`config.mk`:
```
export PLATFORM = sky130hd
export DESIGN_NAME = rspc_top
export DESIGN_NICKNAME = d
export VERILOG_FILES = /design/src/rspc_pkg.sv /design/src/rspc_ripple_wait.sv /design/src/rspc_top.sv
export SDC_FILE = /design/constraint.sdc
export NUM_CORES = 1
export LEC_CHECK = 0
export BUFFER_PORTS_ARGS = -buffer_cell sky130_fd_sc_hd__buf_2
export CAP_MARGIN = 10
export CORE_AREA = 5 5 124 91
export CTS_BUF_LIST = sky130_fd_sc_hd__clkbuf_4 sky130_fd_sc_hd__clkbuf_8
export CTS_CLUSTER_SIZE = 25
export DETAILED_ROUTE_END_ITERATION = 7
export DIE_AREA = 0 0 129 96
export PLACE_DENSITY_LB_ADDON = 0.08
export SYNTH_ARGS = -nofsm -noshare
export SYNTH_HDL_FRONTEND = slang
export SYNTH_SLANG_ARGS = --single-unit
```
`constraint.sdc`:
```
create_clock -name I_CLK -period 2.1 [get_ports I_CLK]
set_clock_uncertainty 0.05 [all_clocks]
set_input_delay 0.21 -clock I_CLK [delete_from_list [all_inputs] [get_ports I_CLK]]
set_output_delay 0.21 -clock I_CLK [all_outputs]
set_load 0.05 [all_outputs]
```
`src/rspc_pkg.sv`:
```
/*
  Constants, register map and types for the radio state power
  configuration block. Assumes a single 25 MHz crystal-derived clock.
*/
package rspc_pkg;

  // ---------------------------------------------------------------
  // register map
  // ---------------------------------------------------------------
  localparam logic [5:0] ADDR_CFG_B = 6'h17;
  localparam logic [5:0] ADDR_CFG_A = 6'h18;

  localparam int POLICY_LSB = 4;
  localparam int WAIT_LSB   = 2;
  localparam int PIN_EN_BIT = 1;
  localparam int KEEP_BIT   = 0;

  localparam logic [1:0] POLICY_RST  = 2'h0;
  localparam logic [1:0] WAIT_RST    = 2'h1;
  localparam logic [7:0] CFG_B_RST   = 8'h00;

  // ---------------------------------------------------------------
  // calibration policies and expiration counts
  // ---------------------------------------------------------------
  localparam logic [1:0] CAL_NEVER    = 2'h0;
  localparam logic [1:0] CAL_ON_EXIT  = 2'h1;
  localparam logic [1:0] CAL_ON_IDLE  = 2'h2;
  localparam logic [1:0] CAL_EVERY_4  = 2'h3;

  localparam logic [8:0] EXPIRE_0 = 9'h001;
  localparam logic [8:0] EXPIRE_1 = 9'h010;
  localparam logic [8:0] EXPIRE_2 = 9'h040;
  localparam logic [8:0] EXPIRE_3 = 9'h100;

  localparam int RIPPLE_BITS = 6;

  typedef enum logic [1:0] {
    PU_OFF    = 2'b00,
    PU_COUNT  = 2'b01,
    PU_READY  = 2'b11
  } rspc_pu_t;

  function automatic logic [8:0] expire_count(input logic [1:0] sel);
    case (sel)
      2'h0:    expire_count = EXPIRE_0;
      2'h1:    expire_count = EXPIRE_1;
      2'h2:    expire_count = EXPIRE_2;
      default: expire_count = EXPIRE_3;
    endcase
  endfunction

endpackage

```
`src/rspc_ripple_wait.sv`:
```
/*
  Power-on wait: a free ripple counter whose expirations are counted
  up to a target. Assumes i_run is a clean same-clock level.
*/
`timescale 1ns/10ps
module rspc_ripple_wait
  import rspc_pkg::*;
#(
  parameter int RIPPLE_W = RIPPLE_BITS
) (
  input  wire logic       i_clk,
  input  wire logic       i_rst_n,
  input  wire logic       i_run,
  input  wire logic [8:0] i_target,
  output logic            o_done
);

  logic [RIPPLE_W-1:0] ripple_q;
  logic [8:0]          exp_q;
  logic                expire;

  assign expire = &ripple_q;

  // ---------------------------------------------------------------
  // ripple counter and expiration count
  // ---------------------------------------------------------------
  always_ff @(posedge i_clk or negedge i_rst_n) begin
    if (!i_rst_n) begin
      ripple_q <= '0;
    end else if (!i_run) begin
      ripple_q <= '0;
    end else begin
      ripple_q <= ripple_q + 1'b1;
    end
  end

  always_ff @(posedge i_clk or negedge i_rst_n) begin
    if (!i_rst_n) begin
      exp_q <= 9'h000;
    end else if (!i_run) begin
      exp_q <= 9'h000;
    end else if (expire && !o_done) begin
      exp_q <= exp_q + 9'h001;
    end
  end

  always_ff @(posedge i_clk or negedge i_rst_n) begin
    if (!i_rst_n) begin
      o_done <= 1'b0;
    end else if (!i_run) begin
      o_done <= 1'b0;
    end else if (expire && (exp_q + 9'h001 == i_target)) begin
      o_done <= 1'b1;
    end
  end

  // ---------------------------------------------------------------
  // checks
  // ---------------------------------------------------------------
  a_done_on_target: assert property (
    @(posedge i_clk) disable iff (!i_rst_n)
    $rose(o_done) |-> $past(i_run) && exp_q == i_target)
    else $error("wait ended before target expirations");
  a_done_drops: assert property (
    @(posedge i_clk) disable iff (!i_rst_n)
    !i_run |=> !o_done)
    else $error("wait done stayed set without run");

endmodule

```
`src/rspc_top.sv`:
```
/*
  Radio state power configuration: calibration policy, power-on wait
  and chip ready, crystal keep-alive in sleep, pin control gating.
  Assumes radio state events and host writes come on I_CLK; the
  crystal stable flag and control pins are asynchronous.
*/
`timescale 1ns/10ps
module rspc_top
  import rspc_pkg::*;
#(
  parameter int RIPPLE_W = RIPPLE_BITS
) (
  input  wire logic       I_CLK,
  input  wire logic       I_RST_N,
  input  wire logic       i_WR_EN,
  input  wire logic [5:0] i_ADDR,
  input  wire logic [7:0] i_WDATA,
  output logic      [7:0] o_RDATA,
  input  wire logic       i_MANUAL_CAL,
  input  wire logic       i_LEAVE_IDLE,
  input  wire logic       i_BACK_TO_IDLE,
  input  wire logic       i_SLEEP,
  input  wire logic       i_XTAL_STABLE,
  input  wire logic [2:0] i_PIN_CTRL,
  output logic            o_CAL_START,
  output logic            o_CHIP_READY_N,
  output logic            o_XTAL_EN,
  output logic      [2:0] o_PIN_CMD
);

  // ---------------------------------------------------------------
  // reset release and input synchronisers
  // ---------------------------------------------------------------
  logic [1:0] rst_sync_q;
  logic       rst_n;

  always_ff @(posedge I_CLK or negedge I_RST_N) begin
    if (!I_RST_N) begin
      rst_sync_q <= 2'b00;
    end else begin
      rst_sync_q <= {rst_sync_q[0], 1'b1};
    end
  end
  assign rst_n = rst_sync_q[1];

  logic       xtal_s1_q;
  logic       xtal_s2_q;
  logic [2:0] pin_s1_q;
  logic [2:0] pin_s2_q;

  always_ff @(posedge I_CLK or negedge rst_n) begin
    if (!rst_n) begin
      xtal_s1_q <= 1'b0;
      xtal_s2_q <= 1'b0;
      pin_s1_q  <= 3'h0;
      pin_s2_q  <= 3'h0;
    end else begin
      xtal_s1_q <= i_XTAL_STABLE;
      xtal_s2_q <= xtal_s1_q;
      pin_s1_q  <= i_PIN_CTRL;
      pin_s2_q  <= pin_s1_q;
    end
  end

  // ---------------------------------------------------------------
  // registers
  // ---------------------------------------------------------------
  logic [1:0] synth_cal_policy_q;
  logic [1:0] power_on_wait_select_q;
  logic       pin_ctrl_en_q;
  logic       keep_crystal_running_q;
  logic [7:0] cfg_b_q;
  logic [7:0] cfg_a_rd;

  always_ff @(posedge I_CLK or negedge rst_n) begin
    if (!rst_n) begin
      synth_cal_policy_q     <= POLICY_RST;
      power_on_wait_select_q <= WAIT_RST;
      pin_ctrl_en_q          <= 1'b0;
      keep_crystal_running_q <= 1'b0;
    end else if (i_WR_EN && i_ADDR == ADDR_CFG_A) begin
      synth_cal_policy_q     <= i_WDATA[POLICY_LSB +: 2];
      power_on_wait_select_q <= i_WDATA[WAIT_LSB +: 2];
      pin_ctrl_en_q          <= i_WDATA[PIN_EN_BIT];
      keep_crystal_running_q <= i_WDATA[KEEP_BIT];
    end
  end

  // layout of this neighbour is not defined here; it is plain storage
  always_ff @(posedge I_CLK or negedge rst_n) begin
    if (!rst_n) begin
      cfg_b_q <= CFG_B_RST;
    end else if (i_WR_EN && i_ADDR == ADDR_CFG_B) begin
      cfg_b_q <= i_WDATA;
    end
  end

  // upper bits have no storage, so writes to them vanish
  assign cfg_a_rd = {2'b00, synth_cal_policy_q, power_on_wait_select_q,
                     pin_ctrl_en_q, keep_crystal_running_q};

  always_ff @(posedge I_CLK or negedge rst_n) begin
    if (!rst_n) begin
      o_RDATA <= 8'h00;
    end else begin
      case (i_ADDR)
        ADDR_CFG_A: o_RDATA <= cfg_a_rd;
        ADDR_CFG_B: o_RDATA <= cfg_b_q;
        default:    o_RDATA <= 8'h00;
      endcase
    end
  end

  // ---------------------------------------------------------------
  // synthesizer calibration
  // ---------------------------------------------------------------
  logic [1:0] idle_count_q;
  logic       cal_d;

  // counts returns to idle under policy three only; wraps every fourth
  always_ff @(posedge I_CLK or negedge rst_n) begin
    if (!rst_n) begin
      idle_count_q <= 2'h0;
    end else if (synth_cal_policy_q != CAL_EVERY_4) begin
      idle_count_q <= 2'h0;
    end else if (i_BACK_TO_IDLE) begin
      idle_count_q <= idle_count_q + 2'h1;
    end
  end

  always_comb begin
    cal_d = i_MANUAL_CAL;
    case (synth_cal_policy_q)
      CAL_NEVER:   cal_d = i_MANUAL_CAL;
      CAL_ON_EXIT: cal_d = cal_d | i_LEAVE_IDLE;
      CAL_ON_IDLE: cal_d = cal_d | i_BACK_TO_IDLE;
      CAL_EVERY_4: cal_d = cal_d | (i_BACK_TO_IDLE &&
                                    idle_count_q == 2'h3);
      default:     cal_d = i_MANUAL_CAL;
    endcase
  end

  always_ff @(posedge I_CLK or negedge rst_n) begin
    if (!rst_n) begin
      o_CAL_START <= 1'b0;
    end else begin
      o_CAL_START <= cal_d;
    end
  end

  // ---------------------------------------------------------------
  // power-on wait and chip ready
  // ---------------------------------------------------------------
  rspc_pu_t pu_q;
  logic     wait_done;
  logic     wait_run;

  assign wait_run = (pu_q != PU_OFF) && xtal_s2_q;

  // the ripple count runs on the crystal clock, so the delay scales
  // with crystal frequency; a short setting only suits a cold start
  rspc_ripple_wait #(
    .RIPPLE_W (RIPPLE_W)
  ) u_wait (
    .i_clk    (I_CLK),
    .i_rst_n  (rst_n),
    .i_run    (wait_run),
    .i_target (expire_count(power_on_wait_select_q)),
    .o_done   (wait_done)
  );

  always_ff @(posedge I_CLK or negedge rst_n) begin
    if (!rst_n) begin
      pu_q <= PU_OFF;
    end else begin
      case (pu_q)
        PU_OFF:   if (xtal_s2_q) pu_q <= PU_COUNT;
        PU_COUNT: begin
          if (!xtal_s2_q) begin
            pu_q <= PU_OFF;
          end else if (wait_done) begin
            pu_q <= PU_READY;
          end
        end
        PU_READY: if (!xtal_s2_q) pu_q <= PU_OFF;
        default:  pu_q <= PU_OFF;
      endcase
    end
  end

  always_ff @(posedge I_CLK or negedge rst_n) begin
    if (!rst_n) begin
      o_CHIP_READY_N <= 1'b1;
    end else begin
      o_CHIP_READY_N <= !(pu_q == PU_READY && xtal_s2_q);
    end
  end

  // ---------------------------------------------------------------
  // crystal enable and pin control
  // ---------------------------------------------------------------
  always_ff @(posedge I_CLK or negedge rst_n) begin
    if (!rst_n) begin
      o_XTAL_EN <= 1'b1;
    end else begin
      o_XTAL_EN <= !i_SLEEP || keep_crystal_running_q;
    end
  end

  always_ff @(posedge I_CLK or negedge rst_n) begin
    if (!rst_n) begin
      o_PIN_CMD <= 3'h0;
    end else begin
      o_PIN_CMD <= pin_ctrl_en_q ? pin_s2_q : 3'h0;
    end
  end

  // ---------------------------------------------------------------
  // checks
  // ---------------------------------------------------------------
  a_cal_never_auto: assert property (
    @(posedge I_CLK) disable iff (!rst_n)
    synth_cal_policy_q == CAL_NEVER && !i_MANUAL_CAL |=> !o_CAL_START)
    else $error("calibration started with policy never");
  a_cal_on_exit: assert property (
    @(posedge I_CLK) disable iff (!rst_n)
    synth_cal_policy_q == CAL_ON_EXIT && i_LEAVE_IDLE |=> o_CAL_START)
    else $error("no calibration on exit from idle");
  a_cal_on_idle: assert property (
    @(posedge I_CLK) disable iff (!rst_n)
    synth_cal_policy_q == CAL_ON_IDLE && i_BACK_TO_IDLE |=> o_CAL_START)
    else $error("no calibration on return to idle");
  a_cal_fourth_only: assert property (
    @(posedge I_CLK) disable iff (!rst_n)
    synth_cal_policy_q == CAL_EVERY_4 && !i_MANUAL_CAL
      |=> o_CAL_START == $past(i_BACK_TO_IDLE && idle_count_q == 2'h3))
    else $error("policy three calibrated on the wrong return");
  // the ready flop is fed by the state and crystal of the cycle before
  a_ready_needs_wait: assert property (
    @(posedge I_CLK) disable iff (!rst_n)
    $fell(o_CHIP_READY_N) |-> $past(pu_q == PU_READY && xtal_s2_q))
    else $error("chip ready before the wait ended");
  a_ready_lost: assert property (
    @(posedge I_CLK) disable iff (!rst_n)
    !xtal_s2_q |=> ##1 o_CHIP_READY_N)
    else $error("chip ready held without a stable crystal");
  a_upper_zero: assert property (
    @(posedge I_CLK) disable iff (!rst_n)
    i_ADDR == ADDR_CFG_A |=> o_RDATA[7:6] == 2'b00)
    else $error("upper configuration bits read nonzero");
  a_keep_crystal: assert property (
    @(posedge I_CLK) disable iff (!rst_n)
    i_SLEEP && keep_crystal_running_q |=> o_XTAL_EN)
    else $error("crystal stopped in sleep while kept");
  a_pin_ignored: assert property (
    @(posedge I_CLK) disable iff (!rst_n)
    !pin_ctrl_en_q |=> o_PIN_CMD == 3'h0)
    else $error("pin command passed while disabled");

  c_fourth_cal: cover property (@(posedge I_CLK) disable iff (!rst_n)
    synth_cal_policy_q == CAL_EVERY_4 && i_BACK_TO_IDLE
      && idle_count_q == 2'h3);
  c_chip_ready: cover property (@(posedge I_CLK) disable iff (!rst_n)
    $fell(o_CHIP_READY_N));
  c_sleep_off: cover property (@(posedge I_CLK) disable iff (!rst_n)
    $fell(o_XTAL_EN));

endmodule

```
# Word level (Yosys, flattened, before mapping)
# Cells that the tools add are included.
[classes]
n_reduce_logical = 18
n_eq_ne = 17
bitwise = 3
muxes = 16
add_sub_neg = 3
[op_table]
columns = ["operator", "count"]
rows = [
  ["9-bit one-hot mux with 3 select lines", 1],
  ["9-bit two-way mux", 2],
  ["8-bit one-hot mux with 2 select lines", 1],
  ["6-bit by 5-bit equality test with 1-bit output, second input constant", 2],
  ["2-bit two-way mux", 6],
  ["2-bit equality test, second input constant", 5],
  ["2-bit inequality test, second input constant", 5],
  ["9-bit by 1-bit adder with 9-bit output, second input constant", 1],
  ["9-bit equality test", 1],
  ["1-bit logical AND", 7],
  ["6-bit by 1-bit adder with 6-bit output, second input constant", 1],
  ["2-bit by 1-bit equality test with 1-bit output, second input constant", 3],
  ["2-bit logical NOT", 3],
  ["6-bit two-way mux", 1],
  ["2-bit one-hot mux with 3 select lines", 1],
  ["6-bit AND reduction", 1],
  ["1-bit one-hot mux with 4 select lines", 1],
  ["2-bit nonzero test", 2],
  ["1-bit logical NOT", 3],
  ["3-bit two-way mux", 1],
  ["3-bit by 2-bit inequality test with 1-bit output, second input constant", 1],
  ["1-bit OR", 3],
  ["3-bit AND reduction", 1],
  ["2-bit by 1-bit adder with 2-bit output, second input constant", 1],
  ["2 further kinds", 3],
]
[totals]
input_bits = 25
output_inout_bits = 14
reg_bits = 58
elab_cells = 77

# Depth between registers and ports, before layout
# Gate-level depths: netlist of the first run.
[depth]
depth_word = 6
mapped_depth = 6
depth_no_buf = 6

# Hierarchy
# From an unflattened synthesis of the first run, not the netlist that was laid out.
[hier_totals]
cells_unflattened = 210
area_unflattened_um2 = 2625.0
[modules_own_cells]
columns = ["mod", "cells_each", "area_each_um2", "seq_area_each_um2", "n_inst"]
rows = [
  ["rspc_top", 98, 1527.7, 1054.8, 1],
  ["rspc_ripple_wait", 112, 1097.3, 400.4, 1],
]

# Worst setup path before layout of the first run
# Ideal clock, no wire load.
[synth_timing]
kind = "flip-flop to flip-flop"
startpoint = "register u_wait.exp_q[0]"
endpoint = "register u_wait.o_done"
setup_time_ns = 0.148
synth_period_minus_slack_ns = 1.765
setup_slack_ns = 0.335
path_buffers = 0
path_stages_with_launch = 7
t_arrival_ns = 1.567
t_required_ns = 1.902
cell_sequence = "dfrtp_1 > ha_1 > and3_4 > and3_4 > mux2_4 > nor3_2 > o32ai_2"
[synth_between]
elab_chain_cells = 4
[synth_lines]
columns = ["item", "line_no", "rtl"]
rows = [
  ["from (decl)", "rspc_ripple_wait.sv:19", "logic [8:0] exp_q;"],
  ["from (signal assigned)", "rspc_ripple_wait.sv:43", "exp_q <= exp_q + 9'h001;"],
  ["9-bit by 1-bit adder with 9-bit output", "rspc_ripple_wait.sv:52", "end else if (expire && (exp_q + 9'h001 == i_target)) begin"],
  ["9-bit equality test", "rspc_ripple_wait.sv:52", ""],
  ["1-bit logical AND", "rspc_ripple_wait.sv:52", ""],
  ["2-bit inequality test (no source line)", "--", ""],
  ["to (signal assigned)", "rspc_ripple_wait.sv:49", "o_done <= 1'b0;"],
  ["to (signal assigned)", "rspc_ripple_wait.sv:51", "o_done <= 1'b0;"],
  ["to (signal assigned)", "rspc_ripple_wait.sv:53", "o_done <= 1'b1;"],
  ["to (decl)", "rspc_ripple_wait.sv:15", "output logic o_done"],
]
# No other way between the ends.
# A chain may end at the register's enable or synchronous reset.

# Worst setup path in the final report of the first run
# Same ends and word-level chain as after synthesis.

==> reports/qor.txt, run 1 <==
=====================================================================================
Count of final hold-check violations ...................................            0
Post-route cell area ...................................................     3040 um2
Arrival @ worst endpoint ...............................................      1970 ps
NetSw ..................................................................     0.557 mW
Final ANT Viol Nets ....................................................            0
Total standard cell area after synthesis ...............................     2420 um2
Worst reg2reg startpoint ............................................... u_wait.exp_q[0]$_DFFE_PN0P_
Largest incremental delay on the critical path .........................       410 ps
Detail Placement HPWL ..................................................      3250 um
Proportion of layout cells with a drive suffix above 1 .................        37.2%
Number of slew-limit violations in the final report ....................            0
Flip-flop cell with the highest count after synthesis ..................      dfrtp_1
Cell at the slowest stage of the critical path .........................      dfrtp_1
Routed wire length .....................................................      4710 um
Ports placed on the boundary ...........................................           39
Cell breakdown of the critical path .................................... ha_1, and3_4, and3_4, mux2_4, nor3_2, o32ai_2
Area of the core region ................................................    10000 um2
Endpoint of the worst register-to-register path ........................ u_wait.o_done$_DFFE_PN0P_
Leading post-synthesis cells by instance count ......................... dfrtp_1 (55), nor2_1 (18), mux2_2 (14), xor2_1 (13), nand2_1 (8)
Critical Path Most Common Cell .........................................       and3_4
Die height .............................................................        96 um
Worst setup slack after layout .........................................       287 ps
Number of unique standard cell types used by synthesis .................           46
Switching Fraction .....................................................        23.9%
Final period utilization ...............................................        86.3%
Post-CTS Setup Bufs ....................................................            0
Worst hold path endpoint ............................................... o_CAL_START$_DFF_PN0_
Setup TNS ..............................................................         0 ps
Final core area utilization ............................................        30.3%
Total power draw .......................................................      2.33 mW
Clock-pin slew of the registers on the worst-case setup and hold paths .        60 ps
Static leakage power ...................................................      1.45 nW
Wire length of the first global-routing pass ...........................      8250 um
Period minus WS final ..................................................      1810 ps
Depth of the CTS H-tree ................................................            3
Max-cap check violation count ..........................................            0
CP Class ............................................................... register to register
Start point of the worst min-delay path ................................ i_MANUAL_CAL
Portion of total power attributed to sequential cells ..................        52.3%
Max Buffers Root-to-Sink ...............................................            2
Initial Util ...........................................................        24.2%
Number of global-route vias before repair ..............................         1670
Number of placed instances, taps included ..............................          357
Maximum fanout along the worst path ....................................            5
Avg Synthesized Cell Area ..............................................     13.0 um2
Area added between synthesis and finish ................................        25.3%
Number of placement rows ...............................................           31
Highest attainable clock frequency .....................................      552 MHz
Clock power frac .......................................................        39.4%
Non-Filler Instances ...................................................          379
Outcome ................................................................    completed
Biggest area consumer among synthesized cells ..........................      dfrtp_1
Net count of the mapped netlist ........................................          214
Worst hold stages ......................................................            3
Routability congestion estimate ........................................        0.703
Final setup violation count ............................................            0
Smallest hold slack ....................................................      37.6 ps
GRT overflow ...........................................................            0
Final-layout fill cell count ...........................................         1053
Initial drt markers ....................................................           60
Pwr per Cell Area ......................................................   768 nW/um2
EDFF count, synth ......................................................            0
Top cells by area in the synthesized netlist ........................... dfrtp_1 (57%), mux2_2 (6.5%), xor2_1 (4.7%), dfstp_2 (3.3%), nor2_1 (2.8%)
Maximum number of pins on one net before global-route repair ...........           57
GRT Total Usage ........................................................        8.81%
Clock tree from TritonCTS ..............................................         done
Sequential element share of the synthesized area .......................        60.0%
Clock latency of the later-clocked register in the worst-skew pair .....       330 ps
Unrepaired setup endpoints after global routing ........................           no
NumNets Final ..........................................................          270
Via density ............................................................         3.99
Number of sinks handled by clock tree synthesis ........................           58
Share of the synthesized area in the top cell type .....................        56.8%
Syn. warnings ..........................................................            0
Kind of path behind the tightest hold check ............................ primary input to register
Area of the multi-input gates ..........................................      922 um2
Post-synth ARST share ..................................................         100%
Synth Instances ........................................................          186
Kind of start point of the critical path ...............................     register
Maximum vdd drop .......................................................   0.000323 V
Number of vias in the routed layout ....................................         1512
FF-to-FF path depth ....................................................            6
Reg2Reg Setup Slack ....................................................       290 ps
Placement-stage worst setup slack ......................................       277 ps
Cell Area, Placed ......................................................     2800 um2
Buffers added on ports .................................................           38
Synthesized flop and latch total .......................................           58
Area used by sequential logic in the layout ............................     1460 um2
Pre-Repair DR Iteration Count ..........................................            4
Cell-internal power ....................................................      1.78 mW
Antenna violations before repair .......................................            0
Data required time of the critical path ................................      2260 ps
Residual DRC count .....................................................            0
Top-count cell post-synth ..............................................      dfrtp_1
Die width ..............................................................       129 um
Combinational power share ..............................................         8.3%
Clock root cell ........................................................     clkbuf_8
Number of diodes .......................................................            0
Die Footprint ..........................................................    12400 um2
Post-DR wirelength/cell ................................................      12.4 um
Number of clock buffers inserted by TritonCTS ..........................            9
Endpoint kind of the worst setup timing path ...........................     register
=====================================================================================
worst max-delay path by stage:
stage / startpoint / cells after the start / to
detailed placement: u_wait.exp_q[0]$_DFFE_PN0P_ / 6 / u_wait.o_done$_DFFE_PN0P_
floorplan: rst_sync_q[1]$_DFF_PN0_ / 0 / cfg_b_q[0]$_DFFE_PN0P_
finish: u_wait.exp_q[0]$_DFFE_PN0P_ / 6 / u_wait.o_done$_DFFE_PN0P_
global placement: u_wait.exp_q[0]$_DFFE_PN0P_ / 6 / u_wait.o_done$_DFFE_PN0P_
CTS: u_wait.exp_q[0]$_DFFE_PN0P_ / 6 / u_wait.o_done$_DFFE_PN0P_
global route: u_wait.exp_q[0]$_DFFE_PN0P_ / 6 / u_wait.o_done$_DFFE_PN0P_
critical path: cells and delay by family (launching register included):
family          cells  cell delay, ps
compound gates      1             110
simple gates        3             600
flops               1             410
mux                 1             300
fa+ha+maj           1             230
sequential cells by signal, summed over array words and instances, names as in the netlist, 3 cells and up:
signal and flops:
u_wait.ripple_q 6, pin_s2_q 3, u_wait.exp_q 9, pin_s1_q 3
cfg_b_q 8, o_PIN_CMD 3, o_RDATA 8
cell families (layout without fill, tap and decap cells):
family                     count (synthesis)  count (layout)  synth area share (%)
buffers and inverters                      9              70                  1.91
xor gates and xnor gates                  20              20                  7.23
other                                      1               1                 0.155
AOI/OAI and AO/OA                         15              15                  4.90
muxes                                     18              18                  8.36
adders and majority gates                  3               3                  1.55
and+or+nand+nor                           62              62                  15.8
DFF                                       58              58                  60.0
placed cells by master (no fill, tap or decap), types with 6 or more instances in the layout:
master,netlist,routed
dfrtp_1,55,54
buf_2,0,38
nor2_1,18,18
mux2_2,14,14
xor2_1,13,13
clkbuf_8,0,9
nand2_1,8,8
xnor2_1,7,7
a22o_1,6,6
clkbuf_4,0,6
dlygate4sd3_1,0,6
per-layer routing:
| layer | up-vias | track usage (%) | share of wire (%) |
|---|---|---|---|
| li1 | 749 | - | - |
| met1 | 729 | 11.7 | 51 |
| met2 | 27 | 12.2 | 42 |
| met3 | 7 | 4.55 | 5.9 |
| met4 | 0 | 3.15 | 1.4 |
| met5 | - | 0 | 0 |
power groups by stage:
| stage | Sequential, mW | Clock (mW) | Combinational, mW |
|---|---|---|---|
| floorplan | 1.27 | 0 | 0.0891 |
| global placement | 1.24 | 0 | 0.194 |
| detailed placement | 1.24 | 0 | 0.192 |
| CTS | 1.22 | 0.975 | 0.201 |
| global route | 1.23 | 1.03 | 0.220 |
| finish | 1.22 | 0.919 | 0.195 |
repair_timing:
item | CTS | global route
endpoints found under the hold margin | 7 | 0
setup endpoints to repair | 0 | 0
hold buffers | 6 | 0
gates resized for setup | 0 | 0
layout make-up:
cell class                      instances  area share (%)
Sequential cell                        58            48.0
Tap cell                              132            5.44
Multi-Input combinational cell        119            30.4
Inverter                                5           0.618
Clock inverter                          1           0.165
Timing Repair Buffer                   49            9.89
Clock buffer                           15            5.56
No activity file was read; power rests on OpenSTA's default activity.
==> run 2, diff against run 1 <==
--- a/config.mk
+++ b/config.mk
@@ -7,11 +7,11 @@
 export LEC_CHECK = 0
 export BUFFER_PORTS_ARGS = -buffer_cell sky130_fd_sc_hd__buf_2
 export CAP_MARGIN = 10
-export CORE_AREA = 5 5 124 91
+export CORE_AREA = 2 2 83 61
 export CTS_BUF_LIST = sky130_fd_sc_hd__clkbuf_4 sky130_fd_sc_hd__clkbuf_8
 export CTS_CLUSTER_SIZE = 25
 export DETAILED_ROUTE_END_ITERATION = 7
-export DIE_AREA = 0 0 129 96
+export DIE_AREA = 0 0 85 63
 export PLACE_DENSITY_LB_ADDON = 0.08
 export SYNTH_ARGS = -nofsm -noshare
 export SYNTH_HDL_FRONTEND = slang
==> run 2 against run 1 <==
Against the previous run:
- critical path type unchanged
- highest routed layer unchanged
- critical endpoint unchanged
- worst hold slack gained 21 ps
- clock-buffer cell count shrank 4
- wire length shrank 7.7%
==> reports/qor.txt, run 2 (synthesis results as in run 1) <==
=====================================================================================
Outcome ................................................................    completed
Largest incremental delay on the critical path .........................       420 ps   about the same
Total power draw .......................................................      2.55 mW   +9.2%
Final-layout fill cell count ...........................................          356   -66%
Depth of the CTS H-tree ................................................            3   unchanged
GRT Total Usage ........................................................        18.9%   +10 points
GRT overflow ...........................................................            0   unchanged
Cell breakdown of the critical path .................................... ha_1, and3_4, and3_4, mux2_4, nor3_2, o32ai_2
Switching Fraction .....................................................        22.4%   -1.5 points
Most used cells in the layout excluding fill and tap cells ............. dfrtp_1 (54), buf_2 (38), nor2_1 (18)
Routability congestion estimate ........................................        0.757   +7.7%
Number of global-route vias before repair ..............................         1700   +1.8%
Setup TNS ..............................................................         0 ps   unchanged
Pwr per Cell Area ......................................................   851 nW/um2   +11%
Number of diodes .......................................................            0   unchanged
Maximum vdd drop .......................................................   0.000576 V   +78%
Portion of total power attributed to sequential cells ..................        48.1%   -4.2 points
Final setup violation count ............................................            0   unchanged
Initial drt markers ....................................................           81   +35%
Register with the most flip-flops ...................................... u_wait.exp_q
Combinational power share ..............................................         7.4%   -0.9 points
Area of the core region ................................................     4600 um2   -54%
Buffers added on ports .................................................           38   unchanged
Kind of path behind the tightest hold check ............................ primary input to register
Post-route cell area ...................................................     2990 um2   -1.4%
NumNets Final ..........................................................          270   unchanged
Area used by sequential logic in the layout ............................     1460 um2   unchanged
Gate family responsible for the most delay along the worst path ........ simple AND/OR/NAND/NOR gates
Wire length of the first global-routing pass ...........................      7560 um   -8.4%
Via density ............................................................         5.17   +30%
Data required time of the critical path ................................      2260 ps   about the same
Arrival @ worst endpoint ...............................................      1980 ps   about the same
Clock latency of the later-clocked register in the worst-skew pair .....       340 ps   about the same
Count of final hold-check violations ...................................            0   unchanged
Residual DRC count .....................................................            0   unchanged
Max Buffers Root-to-Sink ...............................................            2   unchanged
Maximum fanout along the worst path ....................................            5   unchanged
Maximum number of pins on one net before global-route repair ...........           38   -33%
Clock power frac .......................................................        44.5%   +5.1 points
Post-CTS Setup Bufs ....................................................            0   unchanged
Highest attainable clock frequency .....................................      550 MHz   -0.21%
Smallest hold slack ....................................................      58.4 ps   +20.9 ps
Final period utilization ...............................................        86.5%   +0.18 points
Initial Util ...........................................................        52.7%   +28 points
Final ANT Viol Nets ....................................................            0   unchanged
Proportion of layout cells with a drive suffix above 1 .................        36.8%   -0.40 points
Number of flip-flops under the largest register name ...................            9   unchanged
Cell-internal power ....................................................      1.98 mW   +11%
Endpoint kind of the worst setup timing path ...........................     register
Max-cap check violation count ..........................................            0   unchanged
Die Footprint ..........................................................     5360 um2   -57%
Cell at the slowest stage of the critical path .........................      dfrtp_1
Ports placed on the boundary ...........................................           39   unchanged
Static leakage power ...................................................      1.46 nW   +1.1%
Unrepaired setup endpoints after global routing ........................           no
Number of sinks handled by clock tree synthesis ........................           58   unchanged
Period minus WS final ..................................................      1820 ps   +3.87 ps
Critical Path Most Common Cell .........................................       and3_4
NetSw ..................................................................     0.571 mW   +2.4%
Most common cell after layout, fill and taps aside .....................      dfrtp_1
CP Class ............................................................... register to register
Number of placement rows ...............................................           21   -32%
Number of gates resized after cts ......................................            0   unchanged
Die height .............................................................        63 um   -34%
Cell Area, Placed ......................................................     2700 um2   -3.6%
Kind of start point of the critical path ...............................     register
Number of clock buffers inserted by TritonCTS ..........................            9   unchanged
Critical path buffers and inverters ....................................            0   unchanged
Clock root cell ........................................................     clkbuf_8
Area added between synthesis and finish ................................        23.5%
Area of the multi-input gates ..........................................      922 um2   unchanged
Pre-Repair DR Iteration Count ..........................................            4   unchanged
Routed wire length .....................................................      4350 um   -7.7%
Clock tree from TritonCTS ..............................................         done
Clock-pin slew of the registers on the worst-case setup and hold paths .        70 ps   about the same
Largest registers ...................................................... u_wait.exp_q x9, cfg_b_q x8, o_RDATA x8
Number of slew-limit violations in the final report ....................            0   unchanged
Die width ..............................................................        85 um   -34%
Post-DR wirelength/cell ................................................      14.3 um   +15%
Antenna violations before repair .......................................            0   unchanged
Number of vias in the routed layout ....................................         1572   +4.0%
Detail Placement HPWL ..................................................      3020 um   -6.8%
=====================================================================================
-- run 2: final cells by class --
type	instances	area share, %
Tap cell	57	2.38
Clock inverter	5	2.59
Clock buffer	11	4.85
Inverter	5	0.627
Timing Repair Buffer	49	10.1
Sequential cell	58	48.6
Multi-Input combinational cell	119	30.8
-- run 2: worst register-to-register path, stage by stage, from the launching register on --
cell and delay (ps):
dfrtp_1 420, ha_1 250, and3_4 200, and3_4 200
mux2_4 300, nor3_2 170, o32ai_2 110
-- run 2: path summary, 6_finish.rpt --
kind / from / endpoint / slack [ps] / cells after the start
max: u_wait.exp_q[0]$_DFFE_PN0P_ / u_wait.o_done$_DFFE_PN0P_ / 280 / 6
min: i_LEAVE_IDLE / o_CAL_START$_DFF_PN0_ / 60 / 3
max reg2reg: u_wait.exp_q[0]$_DFFE_PN0P_ / u_wait.o_done$_DFFE_PN0P_ / 280 / 6
min reg2reg: rst_sync_q[1]$_DFF_PN0_ / o_CAL_START$_DFF_PN0_ / 180 / 0
max in group asynchronous: rst_sync_q[1]$_DFF_PN0_ / power_on_wait_select_q[0]$_DFFE_PN1P_ / 1200 / 1
min in group asynchronous: I_RST_N / rst_sync_q[1]$_DFF_PN0_ / 120 / 2
-- run 2: routing by layer --
metal	GRT usage (%)	share of wire [%]
met2	29.0	48
met4	7.54	1.5
met1	22.3	44
met3	10.3	6.5
met5	0	0
-- run 2: metrics by stage --
step                setup WS (ps)  utilization, %  instances
detailed placement            277            58.7        281
floorplan                     321               -        186
global placement              323            58.7        281
CTS                           277            65.1        304
global route                  190            65.1        304
finish                        283            65.1        304
-- run 2: repair_timing --
item                                    in CTS  in global routing
endpoints found under the setup margin       0                  0
endpoints found under the hold margin        8                  0
hold buffers                                 7                  0
-- run 2: power by group through the flow --
stage	combinational (mW)	sequential, mW	clock [mW]
floorplan	0.0891	1.27	0
global placement	0.175	1.24	0
detailed placement	0.182	1.25	0
CTS	0.193	1.23	1.17
global route	0.210	1.23	1.23
finish	0.190	1.23	1.13
==> run 3, diff against run 2 <==
--- a/config.mk
+++ b/config.mk
@@ -7,11 +7,11 @@
 export LEC_CHECK = 0
 export BUFFER_PORTS_ARGS = -buffer_cell sky130_fd_sc_hd__buf_2
 export CAP_MARGIN = 10
-export CORE_AREA = 2 2 83 61
+export CORE_AREA = 2 2 81 60
 export CTS_BUF_LIST = sky130_fd_sc_hd__clkbuf_4 sky130_fd_sc_hd__clkbuf_8
 export CTS_CLUSTER_SIZE = 25
 export DETAILED_ROUTE_END_ITERATION = 7
-export DIE_AREA = 0 0 85 63
+export DIE_AREA = 0 0 83 62
 export PLACE_DENSITY_LB_ADDON = 0.08
 export SYNTH_ARGS = -nofsm -noshare
 export SYNTH_HDL_FRONTEND = slang
==> run 3 against run 2 <==
Against the previous run:
- utilization up 1.5 points
- combinational power about the same
- first-iteration DRC count down 41%
- sequential share of layout area unchanged
- sequential cell count unchanged
- sequential power about the same
- worst hold slack worse by 6.9 ps
- non-clock buffer count down 1
- clock-buffer cell count up 1
- global-route usage down 0.29 points
- largest cell class unchanged
- largest power group unchanged
==> reports/qor.txt, run 3 (synthesis results as in run 1) <==
=====================================================================================
Antenna violations before repair .......................................            0   unchanged
Number of flip-flops under the largest register name ...................            9   unchanged
Post-DR wirelength/cell ................................................      14.9 um   +4.1%
GRT Total Usage ........................................................        18.6%   -0.29 points
Endpoint kind of the worst setup timing path ...........................     register
Routed wire length .....................................................      4510 um   +3.7%
Number of global-route vias before repair ..............................         1621   -4.6%
Ports placed on the boundary ...........................................           39   unchanged
Number of placed instances, taps included ..............................          281   unchanged
CP Class ............................................................... register to register
Period minus WS final ..................................................      1810 ps   -4.35 ps
Kind of path behind the tightest hold check ............................ primary input to register
Pin slew with the least headroom to its limit ..........................       624 ps
GRT overflow ...........................................................            0   unchanged
Cell Area, Placed ......................................................     2700 um2   unchanged
Largest incremental delay on the critical path .........................       410 ps   about the same
Buffers added on ports .................................................           38   unchanged
Total power draw .......................................................      2.59 mW   +1.6%
Kind of start point of the critical path ...............................     register
Final ANT Viol Nets ....................................................            0   unchanged
Max-cap check violation count ..........................................            0   unchanged
Via density ............................................................         5.23   +1.2%
Gate family responsible for the most delay along the worst path ........ simple AND/OR/NAND/NOR gates
Non-Filler Instances ...................................................          303   -0.33%
Wire length of the first global-routing pass ...........................      7150 um   -5.4%
Arrival @ worst endpoint ...............................................      1970 ps   about the same
Die width ..............................................................        83 um   -2.4%
Most common cell after layout, fill and taps aside .....................      dfrtp_1
Most used cells in the layout excluding fill and tap cells ............. dfrtp_1 (54), buf_2 (38), nor2_1 (18)
Initial drt markers ....................................................           48   -41%
Number of placement rows ...............................................           21   unchanged
Maximum fanout along the worst path ....................................            5   unchanged
Unrepaired setup endpoints after global routing ........................           no
Static leakage power ...................................................      1.47 nW   +0.21%
Critical Path Most Common Cell .........................................       and3_4
Die height .............................................................        62 um   -1.6%
Max Buffers Root-to-Sink ...............................................            2   unchanged
Outcome ................................................................    completed
Final core area utilization ............................................        66.6%   +1.5 points
Setup TNS ..............................................................         0 ps   unchanged
Die Footprint ..........................................................     5150 um2   -3.9%
Number of slew-limit violations in the final report ....................            0   unchanged
Post-route cell area ...................................................     2990 um2   unchanged
Pwr per Cell Area ......................................................   865 nW/um2   +1.6%
Number of sinks handled by clock tree synthesis ........................           58   unchanged
Clock tree from TritonCTS ..............................................         done
Register with the most flip-flops ...................................... u_wait.exp_q
Post-CTS Hold Buffers ..................................................            6   -1
Cell breakdown of the critical path .................................... ha_1, and3_4, and3_4, mux2_4, nor3_2, o32ai_2
Largest registers ...................................................... u_wait.exp_q x9, cfg_b_q x8, o_RDATA x8
Proportion of layout cells with a drive suffix above 1 .................        37.0%   +0.15 points
Cell at the slowest stage of the critical path .........................      dfrtp_1
NumNets Final ..........................................................          269   -0.37%
Clock-pin slew of the registers on the worst-case setup and hold paths .        70 ps   about the same
Highest attainable clock frequency .....................................      552 MHz   +0.24%
Depth of the CTS H-tree ................................................            3   unchanged
Initial Util ...........................................................        53.9%   +1.2 points
Final setup violation count ............................................            0   unchanged
Clock latency of the later-clocked register in the worst-skew pair .....       320 ps   -20 ps
Clock root cell ........................................................     clkbuf_8
Number of diodes .......................................................            0   unchanged
Final-layout fill cell count ...........................................          330   -7.3%
Maximum vdd drop .......................................................   0.000644 V   +12%
Area of the core region ................................................     4490 um2   -2.3%
Residual DRC count .....................................................            0   unchanged
Routability congestion estimate ........................................        0.761   +0.49%
Pre-Repair DR Iteration Count ..........................................            4   unchanged
Data required time of the critical path ................................      2250 ps   about the same
Maximum number of pins on one net before global-route repair ...........           30   -21%
Post-CTS Setup Bufs ....................................................            0   unchanged
Detail Placement HPWL ..................................................      3170 um   +4.8%
Final period utilization ...............................................        86.3%   -0.21 points
Critical path buffers and inverters ....................................            0   unchanged
Number of clock buffers inserted by TritonCTS ..........................            9   unchanged
Relative slew slack ....................................................        58.1%
Number of gates resized after cts ......................................            0   unchanged
Area added between synthesis and finish ................................        23.5%   unchanged
Number of vias in the routed layout ....................................         1585   +0.83%
Count of final hold-check violations ...................................            0   unchanged
=====================================================================================
==> run 3: power by group <==
part           total (mW)  switching (mW)  internal (mW)
logic               0.188          0.0987         0.0894
registers            1.23          0.0532           1.18
clock network        1.17           0.423          0.746
total                2.59           0.575           2.01
==> run 3: final cells by class <==
cell class / count / area [um2] / area share (%)
sequential: 58 / 1460 / 48.6
multi-input combinational: 119 / 922 / 30.8
timing repair buffer: 48 / 293 / 9.78
clock buffer: 12 / 159 / 5.31
clock inverter: 4 / 73.8 / 2.47
tap: 57 / 71.3 / 2.38
inverter: 5 / 18.8 / 0.627
==> run 3: worst paths after layout <==
kind                                        startpoint                         to  slack (ps)  cells after the start
max in group asynchronous      rst_sync_q[1]$_DFF_PN0_        o_XTAL_EN$_DFF_PN1_        1120                      1
hold / removal                            i_MANUAL_CAL      o_CAL_START$_DFF_PN0_          50                      3
setup reg to reg           u_wait.exp_q[0]$_DFFE_PN0P_  u_wait.o_done$_DFFE_PN0P_         290                      6
setup / recovery           u_wait.exp_q[0]$_DFFE_PN0P_  u_wait.o_done$_DFFE_PN0P_         290                      6
hold reg to reg                rst_sync_q[1]$_DFF_PN0_      pin_s1_q[2]$_DFF_PN0_         240                      0
min in group asynchronous                      I_RST_N    rst_sync_q[1]$_DFF_PN0_         140                      2
==> run 3: tightest hold or removal path, delay by kind of cell <==
kind	cells	cell delay [ps]
AO/OA/AOI/OAI	2	100
buffers and inverters	1	70
==> run 3: metrics by stage <==
| step | setup WS [ps] | hold slack, ps |
|---|---|---|
| 3_5_place_dp | 300 | -51.9 |
| 4_1_cts | 286 | 40.8 |
| 2_1_floorplan | 321 | -136 |
| 3_3_place_gp | 328 | -55.5 |
| 5_1_grt | 148 | 37.5 |
| 6_report | 288 | 51.5 |
==> run 3: metal layers <==
| metal | wire (um) | vias to the layer above | part of all wire (%) | GRT usage [%] |
|---|---|---|---|---|
| met3 | 203 | 8 | 4.5 | 6.08 |
| met2 | 2340 | 43 | 52 | 33.3 |
| met5 | 0 | - | 0 | 0 |
| li1 | - | 748 | - | - |
| met4 | 49 | 0 | 1.1 | 8.90 |
| met1 | 1920 | 786 | 43 | 21.2 |
